$ cat src/rtl/p0pmm_consts.vh
// Overview of operation
// Mode bits 9:8 pick 00 plain input, 01 input with pull-up, 10 input with pull-down, 11 output without pulls.
// After reset the mode bits of every pin hold 2, so each pin starts as an input with pull-down.
// While a pin is routed to the analog converter its mode bits are ignored.
// The function bits 4:0 reset to 0, and 0 makes the pin a plain port bit steered by the mode bits.
// Codes 1 to 4 route serial A receive, serial A transmit, serial B receive, serial B transmit.
// Codes 5 to 8 route the sync serial data in, data out, clock and enable.
// Code 9 routes the two-wire clock line and code 10 the two-wire data line.
// Codes 11 to 14 route infrared receive and transmit of serial A, then of serial B.
// Code 15 joins the pin to the analog converter, and only port 0 pins 0 to 3 accept it.
// Codes 16 and 17 drive pulse-width outputs 0 and 1; codes 23 to 25 drive outputs 2 to 4.
// Code 18 drives radio link diagnostics, accepted only on port 0 pins 0 to 7.
// Codes 19 to 22 route clear-to-send and request-to-send of serial A, then of serial B.
// An input picked on several pins comes from the lowest pin, and port 0 beats port 1.
// Codes 26 to 31 act as code 0, and reserved bits read zero and ignore writes.
// A peripheral drives a pin only while selected, and an unselected input sees its idle level.
`ifndef P0PMM_CONSTS_VH
`define P0PMM_CONSTS_VH

// Register offsets
`define P0PMM_PIN3_MODE_OFFSET 32'h5000300c
`define P0PMM_PIN4_MODE_OFFSET 32'h5000300e
`define P0PMM_PIN5_MODE_OFFSET 32'h50003010
`define P0PMM_PIN6_MODE_OFFSET 32'h50003012
`define P0PMM_PIN_LEVEL_OFFSET 32'h50003040

// Mode register fields and reset values
`define P0PMM_PULL_DIRECTION_SELECT_MSB 9
`define P0PMM_PULL_DIRECTION_SELECT_LSB 8
`define P0PMM_FUNC_MSB 4
`define P0PMM_FUNC_LSB 0
`define P0PMM_PULL_DIRECTION_SELECT_RESET 2'h2
`define P0PMM_FUNC_RESET 5'h00

// Pull and direction codes
`define P0PMM_PULL_DIRECTION_SELECT_INPUT 2'h0
`define P0PMM_PULL_DIRECTION_SELECT_PULL_UP 2'h1
`define P0PMM_PULL_DIRECTION_SELECT_PULL_DOWN 2'h2
`define P0PMM_PULL_DIRECTION_SELECT_OUTPUT 2'h3

// Function codes
`define P0PMM_FN_PORT 5'h00
`define P0PMM_FN_SA_RX 5'h01
`define P0PMM_FN_SA_TX 5'h02
`define P0PMM_FN_SB_RX 5'h03
`define P0PMM_FN_SB_TX 5'h04
`define P0PMM_FN_SS_DI 5'h05
`define P0PMM_FN_SS_DO 5'h06
`define P0PMM_FN_SS_CLK 5'h07
`define P0PMM_FN_SS_EN 5'h08
`define P0PMM_FN_TW_CLK 5'h09
`define P0PMM_FN_TW_DATA 5'h0a
`define P0PMM_FN_SA_IR_RX 5'h0b
`define P0PMM_FN_SA_IR_TX 5'h0c
`define P0PMM_FN_SB_IR_RX 5'h0d
`define P0PMM_FN_SB_IR_TX 5'h0e
`define P0PMM_FN_ANALOG 5'h0f
`define P0PMM_FN_PW0 5'h10
`define P0PMM_FN_PW1 5'h11
`define P0PMM_FN_DIAG 5'h12
`define P0PMM_FN_SA_CTS 5'h13
`define P0PMM_FN_SA_RTS 5'h14
`define P0PMM_FN_SB_CTS 5'h15
`define P0PMM_FN_SB_RTS 5'h16
`define P0PMM_FN_PW2 5'h17
`define P0PMM_FN_PW3 5'h18
`define P0PMM_FN_PW4 5'h19
`define P0PMM_FN_LAST 5'h19

// Pin limits for restricted codes
`define P0PMM_ANALOG_PIN_LIMIT 3
`define P0PMM_DIAG_PIN_LIMIT 7

// Peripheral input channels
`define P0PMM_CH_SA_RX 0
`define P0PMM_CH_SB_RX 1
`define P0PMM_CH_SS_DI 2
`define P0PMM_CH_SS_CLK 3
`define P0PMM_CH_SS_EN 4
`define P0PMM_CH_TW_CLK 5
`define P0PMM_CH_TW_DATA 6
`define P0PMM_CH_SA_IR_RX 7
`define P0PMM_CH_SB_IR_RX 8
`define P0PMM_CH_SA_CTS 9
`define P0PMM_CH_SB_CTS 10
`define P0PMM_CHANNELS 11
`define P0PMM_INPUT_IDLE 11'h673

`endif

$ cat src/rtl/p0pmm_mode_reg.v
`timescale 1ns/10ps
`default_nettype none
`include "p0pmm_consts.vh"

module p0pmm_mode_reg (
  input wire i_clock,
  input wire i_reset,
  input wire i_write_enable,
  input wire [15:0] i_write_data,
  output reg [1:0] o_pull_direction,
  output reg [4:0] o_function,
  output wire [15:0] o_value
);

  // Only the two fields are stored; reserved bits never get a flop
  always @(posedge i_clock) begin
    if (i_reset) begin
      o_pull_direction <= `P0PMM_PULL_DIRECTION_SELECT_RESET;
      o_function <= `P0PMM_FUNC_RESET;
    end else if (i_write_enable) begin
      o_pull_direction <= i_write_data[`P0PMM_PULL_DIRECTION_SELECT_MSB:`P0PMM_PULL_DIRECTION_SELECT_LSB];
      o_function <= i_write_data[`P0PMM_FUNC_MSB:`P0PMM_FUNC_LSB];
    end
  end

  // Reserved bits read as zero
  assign o_value = {6'h00, o_pull_direction, 3'h0, o_function};

endmodule
`default_nettype wire

$ cat src/rtl/p0pmm_pin_ctrl.v
`timescale 1ns/10ps
`default_nettype none
`include "p0pmm_consts.vh"

module p0pmm_pin_ctrl #(
  parameter PIN_INDEX = 3
) (
  input wire i_clock,
  input wire i_reset,
  input wire [4:0] i_function,
  input wire [1:0] i_pull_direction,
  input wire i_port_out,
  input wire [31:0] i_drive_value,
  input wire [31:0] i_drive_en,
  output wire [4:0] o_effective_function,
  output reg o_pad_out,
  output reg o_pad_oe_n,
  output reg o_pull_up,
  output reg o_pull_down,
  output reg o_analog
);

  reg [4:0] effective;
  reg next_drive;
  reg next_value;
  reg input_side;

  // Codes this pin cannot take fall back to plain port use
  always @* begin
    effective = i_function;
    if (i_function > `P0PMM_FN_LAST)
      effective = `P0PMM_FN_PORT;
    if (i_function == `P0PMM_FN_ANALOG && PIN_INDEX > `P0PMM_ANALOG_PIN_LIMIT)
      effective = `P0PMM_FN_PORT;
    if (i_function == `P0PMM_FN_DIAG && PIN_INDEX > `P0PMM_DIAG_PIN_LIMIT)
      effective = `P0PMM_FN_PORT;
  end

  assign o_effective_function = effective;

  // Drive source and pulls for the chosen function
  always @* begin
    if (effective == `P0PMM_FN_PORT) begin
      next_drive = (i_pull_direction == `P0PMM_PULL_DIRECTION_SELECT_OUTPUT);
      next_value = i_port_out;
    end else if (effective == `P0PMM_FN_ANALOG) begin
      next_drive = 1'b0;
      next_value = 1'b0;
    end else begin
      next_drive = i_drive_en[effective];
      next_value = i_drive_value[effective];
    end
    input_side = !next_drive && effective != `P0PMM_FN_ANALOG;
  end

  // Registered pad controls; analog mode kills pulls whatever the mode bits say
  always @(posedge i_clock) begin
    if (i_reset) begin
      o_pad_out <= 1'b0;
      o_pad_oe_n <= 1'b1;
      o_pull_up <= 1'b0;
      o_pull_down <= 1'b1;
      o_analog <= 1'b0;
    end else begin
      o_pad_out <= next_value;
      o_pad_oe_n <= !next_drive;
      o_pull_up <= input_side && i_pull_direction == `P0PMM_PULL_DIRECTION_SELECT_PULL_UP;
      o_pull_down <= input_side && i_pull_direction == `P0PMM_PULL_DIRECTION_SELECT_PULL_DOWN;
      o_analog <= (effective == `P0PMM_FN_ANALOG);
    end
  end

endmodule
`default_nettype wire

$ cat src/rtl/p0pmm_mux.v
// The implementer's own choice: the address-and-strobe port.
`timescale 1ns/10ps
`default_nettype none
`include "p0pmm_consts.vh"

module p0pmm_mux #(
  parameter PINS = 4,
  parameter PIN_BASE = 3,
  parameter CHANNELS = `P0PMM_CHANNELS,
  parameter [`P0PMM_CHANNELS-1:0] INPUT_IDLE = `P0PMM_INPUT_IDLE
) (
  input wire i_clock,
  input wire i_reset,
  // Register port
  input wire [31:0] i_address,
  input wire [15:0] i_write_data,
  input wire i_write,
  input wire i_read,
  output reg [15:0] o_read_data,
  // Pads
  input wire [3:0] i_pad_in,
  input wire [3:0] i_port_out,
  output wire [3:0] o_pad_out,
  output wire [3:0] o_pad_oe_n,
  output wire [3:0] o_pad_pull_up,
  output wire [3:0] o_pad_pull_down,
  output wire [3:0] o_pad_analog,
  // Peripheral outputs toward the pins
  input wire i_serial_a_transmit,
  input wire i_serial_b_transmit,
  input wire i_sync_serial_data_output,
  input wire i_sync_serial_clock_out,
  input wire i_sync_serial_clock_oe,
  input wire i_sync_serial_enable_out,
  input wire i_sync_serial_enable_oe,
  input wire i_two_wire_clock_low,
  input wire i_two_wire_data_low,
  input wire i_serial_a_infrared_transmit,
  input wire i_serial_b_infrared_transmit,
  input wire i_pulse_width_out_zero,
  input wire i_pulse_width_out_one,
  input wire i_pulse_width_out_two,
  input wire i_pulse_width_out_three,
  input wire i_pulse_width_out_four,
  input wire [7:0] i_radio_link_diagnostic,
  input wire i_serial_a_request_to_send_n,
  input wire i_serial_b_request_to_send_n,
  // Claims from higher priority pins and toward lower ones
  input wire [10:0] i_higher_claim,
  input wire [10:0] i_higher_level,
  output reg [10:0] o_claim,
  // Peripheral inputs from the pins
  output wire o_serial_a_receive,
  output wire o_serial_b_receive,
  output wire o_sync_serial_data_input,
  output wire o_sync_serial_clock_in,
  output wire o_sync_serial_enable_in,
  output wire o_two_wire_clock_in,
  output wire o_two_wire_data_in,
  output wire o_serial_a_infrared_receive,
  output wire o_serial_b_infrared_receive,
  output wire o_serial_a_clear_to_send_n,
  output wire o_serial_b_clear_to_send_n
);

  // Register address of each pin's mode word
  function [31:0] p0pmm_mode_offset;
    input [2:0] pin;
    begin
      case (pin)
        3'h0: p0pmm_mode_offset = `P0PMM_PIN3_MODE_OFFSET;
        3'h1: p0pmm_mode_offset = `P0PMM_PIN4_MODE_OFFSET;
        3'h2: p0pmm_mode_offset = `P0PMM_PIN5_MODE_OFFSET;
        3'h3: p0pmm_mode_offset = `P0PMM_PIN6_MODE_OFFSET;
        default: p0pmm_mode_offset = 32'hffffffff;
      endcase
    end
  endfunction

  // Function code that feeds each peripheral input channel
  function [4:0] p0pmm_channel_code;
    input [3:0] channel;
    begin
      case (channel)
        4'h0: p0pmm_channel_code = `P0PMM_FN_SA_RX;
        4'h1: p0pmm_channel_code = `P0PMM_FN_SB_RX;
        4'h2: p0pmm_channel_code = `P0PMM_FN_SS_DI;
        4'h3: p0pmm_channel_code = `P0PMM_FN_SS_CLK;
        4'h4: p0pmm_channel_code = `P0PMM_FN_SS_EN;
        4'h5: p0pmm_channel_code = `P0PMM_FN_TW_CLK;
        4'h6: p0pmm_channel_code = `P0PMM_FN_TW_DATA;
        4'h7: p0pmm_channel_code = `P0PMM_FN_SA_IR_RX;
        4'h8: p0pmm_channel_code = `P0PMM_FN_SB_IR_RX;
        4'h9: p0pmm_channel_code = `P0PMM_FN_SA_CTS;
        4'ha: p0pmm_channel_code = `P0PMM_FN_SB_CTS;
        default: p0pmm_channel_code = 5'h1f;
      endcase
    end
  endfunction

  wire [PINS*2-1:0] pull_direction_select;
  wire [PINS*5-1:0] pin_function_select;
  wire [PINS*5-1:0] effective_function;
  wire [PINS*16-1:0] mode_value;
  reg [31:0] drive_value;
  reg [31:0] drive_en;
  reg [CHANNELS-1:0] next_claim;
  reg [CHANNELS-1:0] next_level;
  reg [CHANNELS-1:0] peripheral_level;
  reg [15:0] next_read_data;
  integer ch;
  integer p;
  integer q;

  // Per-pin mode word and pad control
  genvar g;
  generate
    for (g = 0; g < PINS; g = g + 1) begin : pin
      p0pmm_mode_reg mode (
        .i_clock(i_clock),
        .i_reset(i_reset),
        .i_write_enable(i_write && i_address == p0pmm_mode_offset(g)),
        .i_write_data(i_write_data),
        .o_pull_direction(pull_direction_select[g*2 +: 2]),
        .o_function(pin_function_select[g*5 +: 5]),
        .o_value(mode_value[g*16 +: 16])
      );

      p0pmm_pin_ctrl #(
        .PIN_INDEX(PIN_BASE + g)
      ) ctrl (
        .i_clock(i_clock),
        .i_reset(i_reset),
        .i_function(pin_function_select[g*5 +: 5]),
        .i_pull_direction(pull_direction_select[g*2 +: 2]),
        .i_port_out(i_port_out[g]),
        // Diagnostic slot carries this pin's own bit of the diagnostic bus
        .i_drive_value({drive_value[31:19], i_radio_link_diagnostic[PIN_BASE + g],
          drive_value[17:0]}),
        .i_drive_en(drive_en),
        .o_effective_function(effective_function[g*5 +: 5]),
        .o_pad_out(o_pad_out[g]),
        .o_pad_oe_n(o_pad_oe_n[g]),
        .o_pull_up(o_pad_pull_up[g]),
        .o_pull_down(o_pad_pull_down[g]),
        .o_analog(o_pad_analog[g])
      );
    end
  endgenerate

  // Output table indexed by function code; input-only codes never drive
  always @* begin
    drive_value = 32'h00000000;
    drive_en = 32'h00000000;
    drive_value[`P0PMM_FN_SA_TX] = i_serial_a_transmit;
    drive_en[`P0PMM_FN_SA_TX] = 1'b1;
    drive_value[`P0PMM_FN_SB_TX] = i_serial_b_transmit;
    drive_en[`P0PMM_FN_SB_TX] = 1'b1;
    drive_value[`P0PMM_FN_SS_DO] = i_sync_serial_data_output;
    drive_en[`P0PMM_FN_SS_DO] = 1'b1;
    // Clock and enable drive only when the sync serial block masters them
    drive_value[`P0PMM_FN_SS_CLK] = i_sync_serial_clock_out;
    drive_en[`P0PMM_FN_SS_CLK] = i_sync_serial_clock_oe;
    drive_value[`P0PMM_FN_SS_EN] = i_sync_serial_enable_out;
    drive_en[`P0PMM_FN_SS_EN] = i_sync_serial_enable_oe;
    // Two-wire lines are open drain: pull low or let go
    drive_value[`P0PMM_FN_TW_CLK] = 1'b0;
    drive_en[`P0PMM_FN_TW_CLK] = i_two_wire_clock_low;
    drive_value[`P0PMM_FN_TW_DATA] = 1'b0;
    drive_en[`P0PMM_FN_TW_DATA] = i_two_wire_data_low;
    drive_value[`P0PMM_FN_SA_IR_TX] = i_serial_a_infrared_transmit;
    drive_en[`P0PMM_FN_SA_IR_TX] = 1'b1;
    drive_value[`P0PMM_FN_SB_IR_TX] = i_serial_b_infrared_transmit;
    drive_en[`P0PMM_FN_SB_IR_TX] = 1'b1;
    drive_value[`P0PMM_FN_PW0] = i_pulse_width_out_zero;
    drive_en[`P0PMM_FN_PW0] = 1'b1;
    drive_value[`P0PMM_FN_PW1] = i_pulse_width_out_one;
    drive_en[`P0PMM_FN_PW1] = 1'b1;
    drive_value[`P0PMM_FN_PW2] = i_pulse_width_out_two;
    drive_en[`P0PMM_FN_PW2] = 1'b1;
    drive_value[`P0PMM_FN_PW3] = i_pulse_width_out_three;
    drive_en[`P0PMM_FN_PW3] = 1'b1;
    drive_value[`P0PMM_FN_PW4] = i_pulse_width_out_four;
    drive_en[`P0PMM_FN_PW4] = 1'b1;
    drive_value[`P0PMM_FN_SA_RTS] = i_serial_a_request_to_send_n;
    drive_en[`P0PMM_FN_SA_RTS] = 1'b1;
    drive_value[`P0PMM_FN_SB_RTS] = i_serial_b_request_to_send_n;
    drive_en[`P0PMM_FN_SB_RTS] = 1'b1;
    drive_en[`P0PMM_FN_DIAG] = 1'b1;
  end

  // Priority resolution: walk pins downward so the lowest pin wins;
  // any claim from pins ahead of ours in the chain beats all of ours
  always @* begin
    next_claim = {CHANNELS{1'b0}};
    next_level = INPUT_IDLE;
    for (ch = 0; ch < CHANNELS; ch = ch + 1) begin
      if (i_higher_claim[ch]) begin
        next_claim[ch] = 1'b1;
        next_level[ch] = i_higher_level[ch];
      end else begin
        for (p = PINS - 1; p >= 0; p = p - 1) begin
          if (effective_function[p*5 +: 5] == p0pmm_channel_code(ch[3:0])) begin
            next_claim[ch] = 1'b1;
            next_level[ch] = i_pad_in[p];
          end
        end
      end
    end
  end

  // Peripheral inputs and claims are registered
  always @(posedge i_clock) begin
    if (i_reset) begin
      o_claim <= {CHANNELS{1'b0}};
      peripheral_level <= INPUT_IDLE;
    end else begin
      o_claim <= next_claim;
      peripheral_level <= next_level;
    end
  end

  assign o_serial_a_receive = peripheral_level[`P0PMM_CH_SA_RX];
  assign o_serial_b_receive = peripheral_level[`P0PMM_CH_SB_RX];
  assign o_sync_serial_data_input = peripheral_level[`P0PMM_CH_SS_DI];
  assign o_sync_serial_clock_in = peripheral_level[`P0PMM_CH_SS_CLK];
  assign o_sync_serial_enable_in = peripheral_level[`P0PMM_CH_SS_EN];
  assign o_two_wire_clock_in = peripheral_level[`P0PMM_CH_TW_CLK];
  assign o_two_wire_data_in = peripheral_level[`P0PMM_CH_TW_DATA];
  assign o_serial_a_infrared_receive = peripheral_level[`P0PMM_CH_SA_IR_RX];
  assign o_serial_b_infrared_receive = peripheral_level[`P0PMM_CH_SB_IR_RX];
  assign o_serial_a_clear_to_send_n = peripheral_level[`P0PMM_CH_SA_CTS];
  assign o_serial_b_clear_to_send_n = peripheral_level[`P0PMM_CH_SB_CTS];

  // Read mux; unmapped addresses read zero
  always @* begin
    next_read_data = 16'h0000;
    for (q = 0; q < PINS; q = q + 1) begin
      if (i_address == p0pmm_mode_offset(q[2:0]))
        next_read_data = mode_value[q*16 +: 16];
    end
    if (i_address == `P0PMM_PIN_LEVEL_OFFSET)
      next_read_data = {8'h00, o_pad_analog, i_pad_in};
  end

  // Read data stands only in the cycle after the strobe
  always @(posedge i_clock) begin
    if (i_reset)
      o_read_data <= 16'h0000;
    else if (i_read)
      o_read_data <= next_read_data;
    else
      o_read_data <= 16'h0000;
  end

endmodule
`default_nettype wire

$ cat config.mk
export PLATFORM = sky130hd
export DESIGN_NAME = p0pmm_mux
export DESIGN_NICKNAME = d
export VERILOG_FILES = /design/src/rtl/p0pmm_mode_reg.v /design/src/rtl/p0pmm_pin_ctrl.v /design/src/rtl/p0pmm_mux.v
export VERILOG_INCLUDE_DIRS = /design/src /design/src/rtl
export SDC_FILE = /design/constraint.sdc
export NUM_CORES = 1
export LEC_CHECK = 0
export BUFFER_PORTS_ARGS = -buffer_cell sky130_fd_sc_hd__buf_2
export CAP_MARGIN = 20
export CORE_MARGIN = 1.5
export CORE_UTILIZATION = 52
export CTS_CLUSTER_DIAMETER = 50
export DETAILED_ROUTE_END_ITERATION = 7
export PLACE_DENSITY = 0.8
export SYNTH_ARGS = -nofsm -noshare
export SYNTH_HDL_FRONTEND = slang
export SYNTH_SLANG_ARGS = --single-unit
export TNS_END_PERCENT = 20
$ cat constraint.sdc
create_clock -name i_clock -period 2.02 [get_ports i_clock]
set_input_delay 0.101 -clock i_clock [delete_from_list [all_inputs] [get_ports i_clock]]
set_output_delay 0.101 -clock i_clock [all_outputs]
set_load 0.05 [all_outputs]
# Yosys cells after proc, flatten, opt, wreduce, memory -nomap -nowiden
# Cells that the tools add are included.
# totals
register_bits	86
inputBits	108
out_inout_bits	58
# op_classes
order_cmp	8
eq_ne	72
muxes	165
n_bitwise	1
n_reduce_logical	27
# op_table
op	n
$eq 5x5->1	44
$eq 32x31->1 const B	5
$mux 1	134
$mux 5	18
$bmux 1 s5	8
$mux 10	4
$eq 5x4->1 const B	7
$lt 5x6->1 const B	4
$gt 5x5->1 const B	4
$logic_not 5->1	4
$ne 5x4->1 const B	4
$eq 2x2->1 const B	8
$logic_and 1x1->1	16
$eq 2x1->1 const B	4
$mux 8	1
$reduce_or 6->1	1
$logic_not 1->1	4
$reduce_or 3->1	1
$reduce_or 2->1	1
$not 1->1	1

# Logic depth before layout (Yosys ltp)
# Gate-level depths: netlist of run 1.
# logic_depth
depth_word	10
depth_mapped	8
mapped_depth_nobuf	6

# Hierarchy
# A second synthesis of run 1 with hierarchy kept.
# unflattened
cells_unflattened	1138
hier_area_um2	8660.8
# by_module_without_submodules
module	instances	cells_each	area_per_inst_um2	seq_area_each_um2
p0pmm_mux	1	378	2834.0	760.7
p0pmm_pin_ctrl at pin[2].ctrl ...	2	165	1156.1	100.1
p0pmm_mode_reg	4	39	375.4	140.1
p0pmm_pin_ctrl at pin[0].ctrl	1	142	1032.2	100.1
p0pmm_pin_ctrl at pin[1].ctrl	1	132	980.9	100.1

# Worst setup path before layout of run 1
# No wires, ideal clock.
# synth_timing
path_type	flip-flop to flip-flop
startpoint	register pin[2].mode.o_function[3]
endpoint	register peripheral_level[6]
setup_time_ns	0.122
arrival_time_ns	1.579
slack_ns	0.320
stages_incl_launch_ff	8
n_path_buf	1
synth_period_minus_slack_ns	1.700
path_cell_list	dfxtp_1 buf_2 inv_1 or3_1 nor2_1 mux2i_1 o211ai_1 a221o_1
# synth_via
elab_chain_len	8
# synth_lines
item	line	source
start: declaration	p0pmm_mode_reg.v:11	output reg [4:0] o_function,
start signal: assignment	p0pmm_mode_reg.v:19	o_function <= `P0PMM_FUNC_RESET;
start signal: assignment	p0pmm_mode_reg.v:22	o_function <= i_write_data[`P0PMM_FUNC_MSB:`P0PMM_FUNC_LSB];
$gt 5x5->1 (no source line)	--	
$mux 5	p0pmm_pin_ctrl.v:31	if (i_function > `P0PMM_FN_LAST)
$mux 5 *	p0pmm_pin_ctrl.v:33	if (i_function == `P0PMM_FN_ANALOG && PIN_INDEX > `P0PMM_ANALOG_PIN_LIMIT)
$eq 5x5->1 *	p0pmm_mux.v:203	if (effective_function[p*5 +: 5] == p0pmm_channel_code(ch[3:0])) begin
$mux 1 * (3 in series)	p0pmm_mux.v:203	
$mux 1 *	p0pmm_mux.v:198	if (i_higher_claim[ch]) begin
end signal: assignment	p0pmm_mux.v:219	peripheral_level <= next_level;
end: declaration	p0pmm_mux.v:109	reg [CHANNELS-1:0] peripheral_level;
# Every way passes the cells marked *; elsewhere a longest branch is shown, timed or not.
# A chain may end at the register's enable or synchronous reset.

# Final worst setup path of run 1
# layout_timing
startpoint	register pin[3].mode.o_function[1]
endpoint	register pin[3].ctrl.o_pull_down
# layout_via
elab_chain_len	10
# layout_lines
item	line	source
start: declaration	p0pmm_mode_reg.v:11	
start signal: assignment	p0pmm_mode_reg.v:19	
start signal: assignment	p0pmm_mode_reg.v:22	
$gt 5x5->1 (no source line)	--	
$mux 5	p0pmm_pin_ctrl.v:31	
$mux 5 *	p0pmm_pin_ctrl.v:33	
$bmux 1 s5	p0pmm_pin_ctrl.v:50	next_drive = i_drive_en[effective];
$mux 1 (implied by the code)	p0pmm_pin_ctrl.v:50	
$mux 1	p0pmm_pin_ctrl.v:46	end else if (effective == `P0PMM_FN_ANALOG) begin
$mux 1	p0pmm_pin_ctrl.v:43	if (effective == `P0PMM_FN_PORT) begin
$logic_not 1->1	p0pmm_pin_ctrl.v:53	input_side = !next_drive && effective != `P0PMM_FN_ANALOG;
$logic_and 1x1->1 (no source line) * (2 in series)	--	
end signal: assignment	p0pmm_pin_ctrl.v:68	o_pull_down <= input_side && i_pull_direction == `P0PMM_PULL_DIRECTION_SELECT_PULL_DOWN;
end: declaration	p0pmm_pin_ctrl.v:19	output reg o_pull_down,
# Every way passes the cells marked *; elsewhere a longest branch is shown, timed or not. The select of a mux whose other input is x is not followed.

==> results.py, run 1 <==
metrics = {
    "yosys": {
        "synth_edf_count": 0,
        "synth_top_family_by_area": "simple AND/OR/NAND/NOR gates",
        "synthTopCellsByArea": "dfxtp_1 30%, mux2i_1 6.8%, nor2_1 5.5%, o21ai_0 4.1%, nand2_1 4.0%",
        "syn_inst": 707,
        "synth_fa_ha_area_share_pct": 0,
        "synth-simple-area-share_pct": 26.9,
        "syn_area_mm2": 0.00542,
        "synthXorXnorAreaFrac_pct": 0.161,
        "ys_ff_latch": 80,
        "ys_async_sr_fraction_pct": 0,
        "synthFlopType": "dfxtp_1",
        "syn_avg_cell_area_um2": 7.67,
        "ys_types": 74,
        "yosys.area.top_type": "dfxtp_1",
        "synth_compound_area_share_pct": 25.5,
        "netlist.area_leader.share_pct": 29.5,
        "ys.warnings.count": 0,
        "muxShareOfSynthArea_pct": 7.87,
        "ys_seq_area_share_pct": 29.5,
    },
    "clock_tree": {
        "clkTransAtPathRegs_ns": 0.09,
        "cts_buffer_depth": 2,
        "cts-root-buf": "clkbuf_8",
        "cts_buffers": 9,
        "cts_setup_buffers": 0,
        "cts_tree": "done",
        "cts.htree.levels": 3,
        "cts_sinks": 80,
        "insertion_delay_ns": 0.37,
    },
    "route": {
        "drtIter0Drc": 670,
        "drt-pass1-iter-count": 5,
        "wire_per_inst_um": 19.3,
        "routed_wirelength_um": 19800,
        "drtAntennaViolNets": 0,
        "via_count": 6214,
        "vias_per_cell": 6.06,
        "drc": 0,
    },
    "die": {
        "core_area_mm2": 0.0102,
        "die_w_um": 105,
        "initial_core_util_pct": 53.0,
        "ios": 166,
        "die-area_mm2": 0.0111,
        "die_h_um": 105,
        "row_count": 37,
    },
    "final_layout": {
        "drive_above_1_share_pct": 29.1,
        "final_nets": 993,
        "diodes": 0,
        "final_cell_mix": "146 x buf_2, 79 x nor2_1, 77 x dfxtp_1",
        "layout_commonest_cell": "buf_2",
        "syn_to_final_growth_pct": 28.6,
    },
    "timing": {
        "slew_headroom_pct": 60.2,
        "hold_viol_final": 0,
        "finalSetupTns_ns": 0,
        "setup_viol": 0,
        "fin_ws_ns": 0.0826,
        "hold_ws_ns": 0.0116,
        "layout_min_cycle_time_ns": 1.94,
        "clock_skew_ns": 0.0110,
        "clock.fmax_mhz": 516,
        "final.period_utilization_pct": 95.9,
        "rsz0062_at_grt": "no",
        "worstMarginPinSlew_ns": 0.596,
        "slew_violations": 0,
    },
    "placed_design": {
        "gp_congestion": 1.04,
        "place_hpwl_um": 15100,
        "port_buffers": 146,
        "dpl_worst_slack_ns": 0.0896,
    },
    "setup_path": {
        "timing.critical_path.buf_inv": 2,
        "slowest_stage": "dfxtp_1",
        "path_delay_family": "compound AO/OA/AOI/OAI gates",
        "crit_chain": "buf_4, nand2_1, o2111ai_1, o221ai_1, a32oi_1, buf_4, o21bai_1",
        "criticalPathCategory": "register to register",
        "worst_ep_arrival_time_ns": 2.20,
        "worstPathMaxFanout": 9,
        "cp.required_ns": 2.29,
        "slowest_delay_ns": 0.55,
        "critPathCaptureType": "register",
        "cpMostUsedCell": "buf_4",
        "startpoint_type": "register",
    },
    "power_and_ir_drop": {
        "p_per_area_mw_per_mm2": 486,
        "power_mw": 3.39,
        "p_leak_nw": 3.10,
        "peakVddDrop_uv": 351,
    },
    "global_routing": {
        "first_global_vias": 5739,
        "grt_max_degree": 40,
        "grtUsageTotal_pct": 35.8,
        "grt_antenna_before_repair": 1,
        "overflow": 0,
        "grt_pass1_wl_um": 30500,
    },
    "run": {
        "drv_cap": 0,
    },
    "min_path": {
        "hold_path.class": "input port to register",
    },
    "status": {
        "outcome": "complete, no violations",
    },
}
-- cell usage after synthesis (all sizes together) (13+ instances only) --
cell / instances
a21oi: 40
a31oi: 14
buf: 60
clkbuf: 25
dfxtp: 80
inv: 20
mux2i: 37
nand2: 59
nand2b: 13
nand3: 21
nor2: 79
nor2b: 17
nor3: 22
nor4: 13
o21ai: 44
-- layer usage --
layer	GRT usage, %	share of wire, %
met1	45.7	41
met2	59.2	47
met3	6.67	8.8
met4	15.2	3.6
met5	0	0.040
-- worst min-delay path, delay by kind of cell --
kind,cells,cell delay (ns)
buffers and inverters,1,0.10
AND/OR/NAND/NOR,1,0.05
AO/OA/AOI/OAI,1,0.09
-- cell families (layout without fill, tap and decap cells) --
kind of cell / after synthesis / after routing
simple gates: 276 / 276
compound gates: 202 / 202
buf+inv: 105 / 280
flops: 80 / 80
mux: 42 / 42
other cells: 1 / 9
xor+xnor: 1 / 1
-- sequential cells by signal (all words and copies together), names as in the netlist --
register and count:
pin.mode.o_function 20, o_claim 11, peripheral_level 11, o_read_data 10, pin.mode.o_pull_direction 8, pin.ctrl.o_analog 4, pin.ctrl.o_pad_oe_n 4, pin.ctrl.o_pad_out 4
pin.ctrl.o_pull_down 4, pin.ctrl.o_pull_up 4
-- final cells by class --
cell class | count | area, um2
repair buffers | 244 | 1590
fillers | 863 | 3260
inverters | 20 | 75.1
multi-input cells | 530 | 3330
clock inverters | 7 | 86.3
flip-flops and latches | 80 | 1610
well taps | 136 | 170
clock buffers | 9 | 124
-- through the flow --
stage	area, um2	cells	utilization, %
after CTS	6960	1026	68.0
final	6980	1026	68.2
after detailed placement	6450	981	63.1
after global placement	6450	981	63.1
after global routing	6980	1026	68.2
after floorplan	5450	715	-
-- what timing repair did --
item	4_1_cts	5_1_grt
endpoints found under the setup margin	0	10
hold buffers	29	0
gates resized for setup	0	7
endpoints found under the hold margin	22	0
-- worst paths after layout --
path                                                              from                                      endpoint  depth (start not counted)  slack [ns]
worst min register to register         pin[2].ctrl.o_analog$_SDFF_PP0_                     o_read_data[6]$_SDFF_PP0_                          1        0.46
worst min-delay path                                   i_write_data[9]  pin[0].mode.o_pull_direction[1]$_SDFFE_PP1P_                          3        0.01
worst max register to register  pin[3].mode.o_function[1]$_SDFFE_PP0P_            pin[3].ctrl.o_pull_down$_SDFF_PP1_                          7        0.08
worst max-delay path            pin[3].mode.o_function[1]$_SDFFE_PP0P_            pin[3].ctrl.o_pull_down$_SDFF_PP1_                          7        0.08
-- power breakdown --
part / internal, mW / switching (mW) / total (mW)
Combinational: 0.176 / 0.321 / 0.498
Clock: 0.599 / 0.682 / 1.28
Sequential: 1.61 / 0.00745 / 1.61
Power figures use the tool's default switching activity.
==> inputs of run 2 (changes only) <==
--- a/config.mk
+++ b/config.mk
@@ -8,8 +8,10 @@
 export LEC_CHECK = 0
 export BUFFER_PORTS_ARGS = -buffer_cell sky130_fd_sc_hd__buf_2
 export CAP_MARGIN = 20
+export CELL_PAD_IN_SITES_DETAIL_PLACEMENT = 1
+export CELL_PAD_IN_SITES_GLOBAL_PLACEMENT = 1
 export CORE_MARGIN = 1.5
-export CORE_UTILIZATION = 52
+export CORE_UTILIZATION = 37
 export CTS_CLUSTER_DIAMETER = 50
 export DETAILED_ROUTE_END_ITERATION = 7
 export PLACE_DENSITY = 0.8
==> results.py, run 2 (synthesized netlist as in run 1, its figures left out) <==
metrics = {
    "final_layout": {
        "final_cell_mix": "146 x buf_2, 79 x nor2_1, 75 x dfxtp_1",
        "layout_commonest_cell": "buf_2",
        "reg_top3": "pin.mode.o_function (20), o_claim (11), peripheral_level (11)",
        "syn_to_final_growth_pct": 31.8,
        "final_nets": 996,
        "drive_above_1_share_pct": 30.2,
        "largest_reg_flops": 20,
        "top_register": "pin.mode.o_function",
        "diodes": 0,
    },
    "route": {
        "drc": 0,
        "drtIter0Drc": 434,
        "routed_wirelength_um": 22000,
        "drtAntennaViolNets": 0,
        "drt-pass1-iter-count": 6,
        "via_count": 6364,
        "vias_per_cell": 5.91,
        "wire_per_inst_um": 20.5,
    },
    "global_routing": {
        "grt_antenna_before_repair": 0,
        "grt_pass1_wl_um": 33900,
        "grtUsageTotal_pct": 29.1,
        "grt_max_degree": 32,
        "first_global_vias": 6427,
        "overflow": 0,
    },
    "timing": {
        "rsz0062_at_grt": "no",
        "slew_violations": 0,
        "final.period_utilization_pct": 96.5,
        "clock.fmax_mhz": 513,
        "setup_viol": 0,
        "slew_headroom_pct": 64.8,
        "worstMarginPinSlew_ns": 0.524,
        "layout_min_cycle_time_ns": 1.95,
        "hold_viol_final": 0,
        "finalSetupTns_ns": 0,
        "clock_skew_ns": 0.00770,
    },
    "power_and_ir_drop": {
        "p_per_area_mw_per_mm2": 539,
        "p_leak_nw": 3.17,
        "peakVddDrop_uv": 372,
        "power_mw": 3.85,
    },
    "die": {
        "die_h_um": 124,
        "die-area_mm2": 0.0154,
        "core_area_mm2": 0.0144,
        "ios": 166,
        "die_w_um": 124,
        "row_count": 44,
        "initial_core_util_pct": 37.6,
    },
    "clock_tree": {
        "cts_tree": "done",
        "cts_sinks": 80,
        "insertion_delay_ns": 0.36,
        "cts.htree.levels": 3,
        "cts-root-buf": "clkbuf_16",
        "cts_buffers": 9,
        "clkTransAtPathRegs_ns": 0.07,
        "cts_buffer_depth": 2,
    },
    "setup_path": {
        "critPathCaptureType": "register",
        "criticalPathCategory": "register to register",
        "startpoint_type": "register",
        "worst_ep_arrival_time_ns": 2.19,
        "worstPathMaxFanout": 9,
        "reg2regPathDepth": 7,
        "cp.required_ns": 2.26,
    },
    "status": {
        "outcome": "complete, no violations",
    },
    "min_path": {
        "hold_path.class": "input port to register",
        "min_delay_path_depth": 3,
    },
    "run": {
        "drv_cap": 0,
    },
    "placed_design": {
        "gp_congestion": 0.925,
        "port_buffers": 146,
        "place_hpwl_um": 16600,
    },
}
-- run 2: changes by cell type in the layout (fill, tap and decap cells not counted), moves of 2 or more --
cell	previous run	this run
clkinv_4	1	3
dfxtp_2	3	5
clkbuf_16	0	9
dlygate4sd3_1	29	21
buf_4	65	74
dfxtp_1	77	75
clkbuf_8	9	1
-- run 2: area by class of cell --
| class | instances | area [um2] |
|---|---|---|
| inverters | 20 | 75.1 |
| fillers | 1850 | 7270 |
| repair buffers | 247 | 1610 |
| clock inverters | 6 | 76.3 |
| multi-input cells | 530 | 3310 |
| flip-flops and latches | 80 | 1610 |
| clock buffers | 10 | 239 |
| well taps | 184 | 230 |
-- run 2: power by group --
group	leakage [nW]	total, mW	switching [mW]	internal (mW)
registers	0.655	1.61	0.00706	1.61
clock network	0.155	1.75	0.742	1.01
logic	2.36	0.488	0.322	0.166
total	3.17	3.85	1.07	2.78
-- run 2: final timing paths --
path | start | endpoint | slack [ns]
max | pin[2].mode.o_function[3]$_SDFFE_PP0P_ | peripheral_level[9]$_SDFF_PP1_ | 0.07
min | i_port_out[2] | pin[2].ctrl.o_pad_out$_SDFF_PP0_ | 0.006
max reg2reg | pin[2].mode.o_function[3]$_SDFFE_PP0P_ | peripheral_level[9]$_SDFF_PP1_ | 0.07
min reg2reg | pin[2].ctrl.o_analog$_SDFF_PP0_ | o_read_data[6]$_SDFF_PP0_ | 0.46
-- run 2: metrics by stage --
step | area [um2] | instances | hold WS [ns] | util, % | setup slack [ns]
finish | 7150 | 1077 | 0.00629 | 49.6 | 0.0710
global route | 7150 | 1077 | 0.0129 | 49.6 | 0.0000868
CTS | 7140 | 1077 | 0.00432 | 49.5 | 0.0209
detailed placement | 6610 | 1040 | 0.314 | 45.8 | 0.0520
global placement | 6610 | 1040 | 0.312 | 45.8 | 0.0739
floorplan | 5450 | 715 | 0.212 | - | 0.320
-- run 2: layer usage --
metal	global-route usage (%)	wire, um	vias to the layer above
met5	0	0	-
met4	14.1	947	0
met3	4.99	1380	67
met2	49.1	10700	280
met1	35.6	9040	3095
li1	-	-	2922
-- run 2: timing repair --
item,CTS,global route
endpoints found under the hold margin,13,0
setup endpoints to repair,0,10
hold buffers,21,0
resized for setup,0,8
buffers inserted,0,0
-- run 2: worst max-delay path, stage by stage, from the launching register on --
cell and delay (ns):
dfxtp_2 0.35, buf_4 0.18, nor2_1 0.19, nand3_1 0.22
mux2_2 0.34, mux2i_1 0.15, a211oi_1 0.10, a211o_1 0.28
